[src/rtl/itcsb_pkg.sv]
package itcsb_pkg;

    // ==========================================================
    // Command codes
    localparam logic [7:0] CMD_INPUT_STATUS = 8'h7c;
    localparam logic [7:0] CMD_THERMAL_STATUS = 8'h7d;
    localparam logic [7:0] CMD_CML_STATUS = 8'h7e;

    // ==========================================================
    // Supported bit masks and field positions
    localparam logic [7:0] INPUT_LATCH_MASK = 8'he0;
    localparam logic [7:0] THERMAL_LATCH_MASK = 8'hc0;
    localparam logic [7:0] CML_LATCH_MASK = 8'hfa;
    localparam int INPUT_OFF_LIVE_POS = 3;
    localparam int INPUT_UV_WARN_POS = 5;
    localparam logic [7:0] STATUS_RESET = 8'h00;

    // ==========================================================
    // Carriers
    typedef struct packed {
        logic ov_fault;
        logic ov_warn;
        logic uv_warn;
        logic power_input_rail_low;
        logic internal_five_volt_rail_low;
    } itcsb_input_ev_type;

    typedef struct packed {
        logic ot_fault;
        logic ot_warn;
    } itcsb_thermal_ev_type;

    typedef struct packed {
        logic bad_command;
        logic bad_payload;
        logic pec_fail;
        logic memory_error;
        logic logic_core_error;
        logic link_error;
        logic back_channel_error;
    } itcsb_cml_ev_type;

    typedef struct packed {
        logic       wr;
        logic       rd;
        logic [7:0] cmd;
        logic [7:0] data;
        logic       clear_faults;
    } itcsb_host_req_type;

endpackage : itcsb_pkg

[src/rtl/itcsb_flag_byte.sv]
`timescale 1ns/1ns
// ==========================================================
// Latched byte of flags, write-one clear
module itcsb_flag_byte #(
    parameter logic [7:0] SUPPORTED = 8'hff
) (
    // Clock and reset
    input wire logic mclk_i,
    input wire logic rst_i,
    // Events and clears
    input wire logic [7:0] set_i,
    input wire logic [7:0] w1c_i,
    input wire logic clear_all_i,
    // Latched value
    output logic [7:0] flags_o
);
    typedef struct packed {
        logic [7:0] flags;
    } itcsb_fb_state_type;

    itcsb_fb_state_type st_q;
    itcsb_fb_state_type st_d;

    always_comb begin
        st_d = st_q;
        if (clear_all_i) begin
            st_d.flags = itcsb_pkg::STATUS_RESET;
        end else begin
            st_d.flags = st_q.flags & ~w1c_i;
        end
        st_d.flags = (st_d.flags | set_i) & SUPPORTED;
    end

    always_ff @(posedge mclk_i) begin
        if (rst_i) begin
            st_q <= '0;
        end else begin
            st_q <= st_d;
        end
    end

    assign flags_o = st_q.flags;
endmodule : itcsb_flag_byte

[src/rtl/itcsb_status_bank.sv]
`timescale 1ns/1ns
// ==========================================================
// Input, thermal and CML status bank
module itcsb_status_bank (
    // Clock and reset
    input wire logic mclk_i,
    input wire logic rst_i,
    // Host command port
    input wire itcsb_pkg::itcsb_host_req_type req_i,
    output logic [7:0] rd_data_o,
    output logic rd_valid_o,
    output logic rd_miss_o,
    // Fault detectors
    input wire itcsb_pkg::itcsb_input_ev_type input_ev_i,
    input wire logic input_above_on_i,
    input wire itcsb_pkg::itcsb_thermal_ev_type thermal_ev_i,
    input wire itcsb_pkg::itcsb_cml_ev_type cml_ev_i,
    input wire logic follower_i,
    // Alert masks
    input wire logic [7:0] input_mask_i,
    input wire logic [7:0] thermal_mask_i,
    input wire logic [7:0] cml_mask_i,
    // Alert and summary
    output logic alert_req_o,
    output logic summary_cml_o,
    output logic input_off_live_bit_o
);
    typedef struct packed {
        logic [7:0] rd_data;
        logic rd_valid;
        logic rd_miss;
        logic alert;
        logic summary_cml;
        logic input_off;
        logic uv_armed;
    } itcsb_bank_state_type;

    itcsb_bank_state_type st_q;
    itcsb_bank_state_type st_d;

    logic [7:0] in_set;
    logic [7:0] th_set;
    logic [7:0] cml_set;
    logic [7:0] in_w1c;
    logic [7:0] th_w1c;
    logic [7:0] cml_w1c;
    logic [7:0] in_flags;
    logic [7:0] th_flags;
    logic [7:0] cml_flags;
    logic [7:0] in_byte;

    // ==========================================================
    // Write-one-clear decode
    function automatic logic [7:0] w1c_for(input logic [7:0] code,
                                           input itcsb_pkg::itcsb_host_req_type r);
        w1c_for = (r.wr && r.cmd == code) ? r.data : 8'h00;
    endfunction : w1c_for

    always_comb begin
        in_w1c = w1c_for(itcsb_pkg::CMD_INPUT_STATUS, req_i);
        th_w1c = w1c_for(itcsb_pkg::CMD_THERMAL_STATUS, req_i);
        cml_w1c = w1c_for(itcsb_pkg::CMD_CML_STATUS, req_i);
        // Event mapping onto bit positions
        in_set = {input_ev_i.ov_fault, input_ev_i.ov_warn,
                  input_ev_i.uv_warn & st_q.uv_armed, 5'h00};
        th_set = {thermal_ev_i.ot_fault, thermal_ev_i.ot_warn, 6'h00};
        cml_set = {cml_ev_i.bad_command, cml_ev_i.bad_payload,
                   cml_ev_i.pec_fail,
                   cml_ev_i.memory_error, cml_ev_i.logic_core_error,
                   1'b0,
                   cml_ev_i.link_error | (follower_i & cml_ev_i.back_channel_error),
                   1'b0};
    end

    // ==========================================================
    // Latched flag bytes
    itcsb_flag_byte #(.SUPPORTED(itcsb_pkg::INPUT_LATCH_MASK)) u_input (
        .mclk_i(mclk_i),
        .rst_i(rst_i),
        .set_i(in_set),
        .w1c_i(in_w1c),
        .clear_all_i(req_i.clear_faults),
        .flags_o(in_flags)
    );

    itcsb_flag_byte #(.SUPPORTED(itcsb_pkg::THERMAL_LATCH_MASK)) u_thermal (
        .mclk_i(mclk_i),
        .rst_i(rst_i),
        .set_i(th_set),
        .w1c_i(th_w1c),
        .clear_all_i(req_i.clear_faults),
        .flags_o(th_flags)
    );

    itcsb_flag_byte #(.SUPPORTED(itcsb_pkg::CML_LATCH_MASK)) u_cml (
        .mclk_i(mclk_i),
        .rst_i(rst_i),
        .set_i(cml_set),
        .w1c_i(cml_w1c),
        .clear_all_i(req_i.clear_faults),
        .flags_o(cml_flags)
    );

    // ==========================================================
    // Read mux, live bit, alert and summary
    always_comb begin
        st_d = st_q;
        in_byte = in_flags;
        in_byte[itcsb_pkg::INPUT_OFF_LIVE_POS] = st_q.input_off;
        st_d.input_off = input_ev_i.power_input_rail_low
                       | input_ev_i.internal_five_volt_rail_low;
        if (input_above_on_i) begin
            st_d.uv_armed = 1'b1;
        end
        st_d.rd_valid = req_i.rd;
        st_d.rd_miss = 1'b0;
        if (req_i.rd) begin
            case (req_i.cmd)
                itcsb_pkg::CMD_INPUT_STATUS: begin
                    st_d.rd_data = in_byte;
                end
                itcsb_pkg::CMD_THERMAL_STATUS: begin
                    st_d.rd_data = th_flags;
                end
                itcsb_pkg::CMD_CML_STATUS: begin
                    st_d.rd_data = cml_flags;
                end
                default: begin
                    st_d.rd_data = 8'h00;
                    st_d.rd_miss = 1'b1;
                end
            endcase
        end
        // Live bit excluded from alert
        st_d.alert = |(in_flags & itcsb_pkg::INPUT_LATCH_MASK & ~input_mask_i)
                   | |(th_flags & ~thermal_mask_i)
                   | |(cml_flags & ~cml_mask_i);
        st_d.summary_cml = |cml_flags;
    end

    always_ff @(posedge mclk_i) begin
        if (rst_i) begin
            st_q <= '0;
            st_q.input_off <= 1'b1;
        end else begin
            st_q <= st_d;
        end
    end

    assign rd_data_o = st_q.rd_data;
    assign rd_valid_o = st_q.rd_valid;
    assign rd_miss_o = st_q.rd_miss;
    assign alert_req_o = st_q.alert;
    assign summary_cml_o = st_q.summary_cml;
    assign input_off_live_bit_o = st_q.input_off;
endmodule : itcsb_status_bank

[config.mk]
export PLATFORM = sky130hd
export DESIGN_NAME = itcsb_status_bank
export DESIGN_NICKNAME = d
export VERILOG_FILES = /design/src/rtl/itcsb_pkg.sv /design/src/rtl/itcsb_flag_byte.sv /design/src/rtl/itcsb_status_bank.sv
export SDC_FILE = /design/constraint.sdc
export NUM_CORES = 1
export LEC_CHECK = 0
export ABC_AREA = 1
export BUFFER_PORTS_ARGS = -buffer_cell sky130_fd_sc_hd__clkbuf_2
export CORE_MARGIN = 1.5
export CORE_UTILIZATION = 43
export CTS_CLUSTER_SIZE = 30
export DETAILED_ROUTE_END_ITERATION = 10
export GPL_ROUTABILITY_DRIVEN = 0
export PLACE_DENSITY = 0.77
export SETUP_SLACK_MARGIN = 0.4
export SLEW_MARGIN = 10
export SYNTH_ARGS = -nofsm -noshare
export SYNTH_HDL_FRONTEND = slang
export SYNTH_HIERARCHICAL = 1
export SYNTH_SLANG_ARGS = --single-unit
[constraint.sdc]
create_clock -name mclk_i -period 1 [get_ports mclk_i]
set_input_delay 0.05 -clock mclk_i [delete_from_list [all_inputs] [get_ports mclk_i]]
set_output_delay 0.05 -clock mclk_i [all_outputs]
set_load 0.02 [all_outputs]
==> impl_metrics.yaml <==
outcome:
  status: "finished with violations"
  violations: "hold timing"
drt:
  route.detailed.drc: 0
  routed_wl_um: 4890
  drt_pass1_iterations: 4
  wl_per_cell_um: 13.1
  routed-via-count: 1819
  drtIter0Drc: 68
  vias_per_cell: 4.89
  ant_nets: 0
cells_and_area:
  postLayoutCellArea_um2: 2680
  drive_gt1_share_pct: 57.7
  area_delta_synth_final_pct: 65.3
  layout.cells.most_common_list: "clkbuf_2, inv_1, nor2_1"
  fin_nets: 386
  final_common_cell: "clkbuf_2"
  num_antenna_cells: 0
  fin_util_pct: 73.7
floorplanning:
  core-area_um2: 3630
  start_util_pct: 44.6
  rows: 22
  dieArea_um2: 4140
  die_h_um: 64.4
  pin_count: 74
  chipWidth_um: 64.4
cts:
  clk_pin_slew_ps: 90
  cts_buffer_depth: 2
  cts_tree: "yes"
  htreeDepth: 1
  worstSkewPairLatency_ps: 270
  cts_buffers: 3
  cts_root_buffer: "clkbuf_8"
  cts_sinks: 25
global_route:
  globalRouteOverflowTotal: 0
  grt_pass1_wl_um: 6730
  antenna_found_initial: 0
  grt_pass1_vias: 1585
  grt_max_degree: 15
  grt.total_usage_pct: 20.5
critical_path:
  cpLargestDelayFamily: "flip-flops"
  endpoint_kind: "flip-flop"
  slowest_stage: "dfxtp_2"
  required_ps: 1170
  crit_path_start_kind: "flip-flop"
  path_cells: "buf_6, buf_6, nand3_2, nand3_2, nand2_2, a21oi_2"
  startpoint: "u_input/flags_o[6]"
  arrival_ps: 1150
  max_stage_delay_ps: 330
  worst-path-buf-inv: 2
  crit_type: "flip-flop to flip-flop"
  r2r_start: "u_input/flags_o[6]"
  path_max_fanout: 2
power:
  vdd_ir_drop_max_v: 0.000784
  power_density_nw_per_um2: 841
  p_leak_uw: 0.00131
sta:
  hold_viol: 7
  rsz0062_at_grt: "true"
  setup_viol: 0
  period_share_pct: 98.2
  slew_viol_final: 0
  layout_setup_ws_ps: 17.8
  fin_setup_tns_ps: 0
  min_period_ps: 982
  holdWs_ps: -25.3
  skew_ps: 7.10
  fmax_mhz: 1020
placement:
  dp_hpwl_um: 3000
  port_buffers: 66
  place_area_um2: 2000
  place_ws_ps: -95.3
yosys:
  yosysWarnings: 6
  syn_area_per_cell_um2: 6.83
  syn-instance-count: 237
  netlist_area_um2: 1620
job:
  drv_cap: 0
min_path:
  worstHoldPathType: "primary input to flip-flop"
  hp-start: "input_ev_i[1]"
[power by group]
group	switching, µW	total, µW	internal [µW]
clock network	324	603	279
registers	47.6	1090	1040
logic	285	561	276
[final cells by class]
class	instances	area [µm²]
Multi-Input combinational cell	156	1050
Clock inverter	1	5.00
Timing Repair Buffer	97	807
Sequential cell	25	542
Inverter	42	175
Fill cell	268	957
Tap cell	48	60.1
Clock buffer	3	41.3
[per-layer routing]
| metal | GRT usage (%) | share of wire [%] | vias up |
|---|---|---|---|
| li1 | - | - | 897 |
| met1 | 24.4 | 39 | 832 |
| met2 | 36.8 | 53 | 80 |
| met3 | 4.75 | 5.9 | 10 |
| met4 | 5.32 | 1.9 | 0 |
| met5 | 0 | 0 | - |
[final timing paths]
| path | cells past startpoint | slack, ps | to |
|---|---|---|---|
| worst max-delay path | 6 | 20 | rd_data_o[6] |
| worst min register to register | 2 | 480 | u_thermal/flags_o[6] |
| worst max register to register | 6 | 20 | rd_data_o[6] |
| worst min-delay path | 2 | -30 | input_off_live_bit_o |
[flip-flops by register name (all words and copies together) (netlist names)]
register / cells
rd_data_o: 8
u_cml/flags_o: 6
u_input/flags_o: 3
u_thermal/flags_o: 2
alert_req_o: 1
input_off_live_bit_o: 1
rd_miss_o: 1
rd_valid_o: 1
st_q: 1
summary_cml_o: 1
[per-stage QoR]
stage                     power, µW  cells
after CTS                      2190    368
after global routing           2380    372
after floorplan                1340    246
after global placement         1500    347
after detailed placement       1500    347
final                          2250    372
[timing repair]
| action | in CTS | in global routing |
|---|---|---|
| endpoints found under the hold margin | 10 | 8 |
| setup endpoints to repair | 33 | 35 |
| pin swaps | 19 | 21 |
| buffers inserted | 15 | 4 |
| gates resized for setup | 77 | 53 |
| cloned | 2 | 0 |
Note: power is estimated with default switching activity, not from simulation.
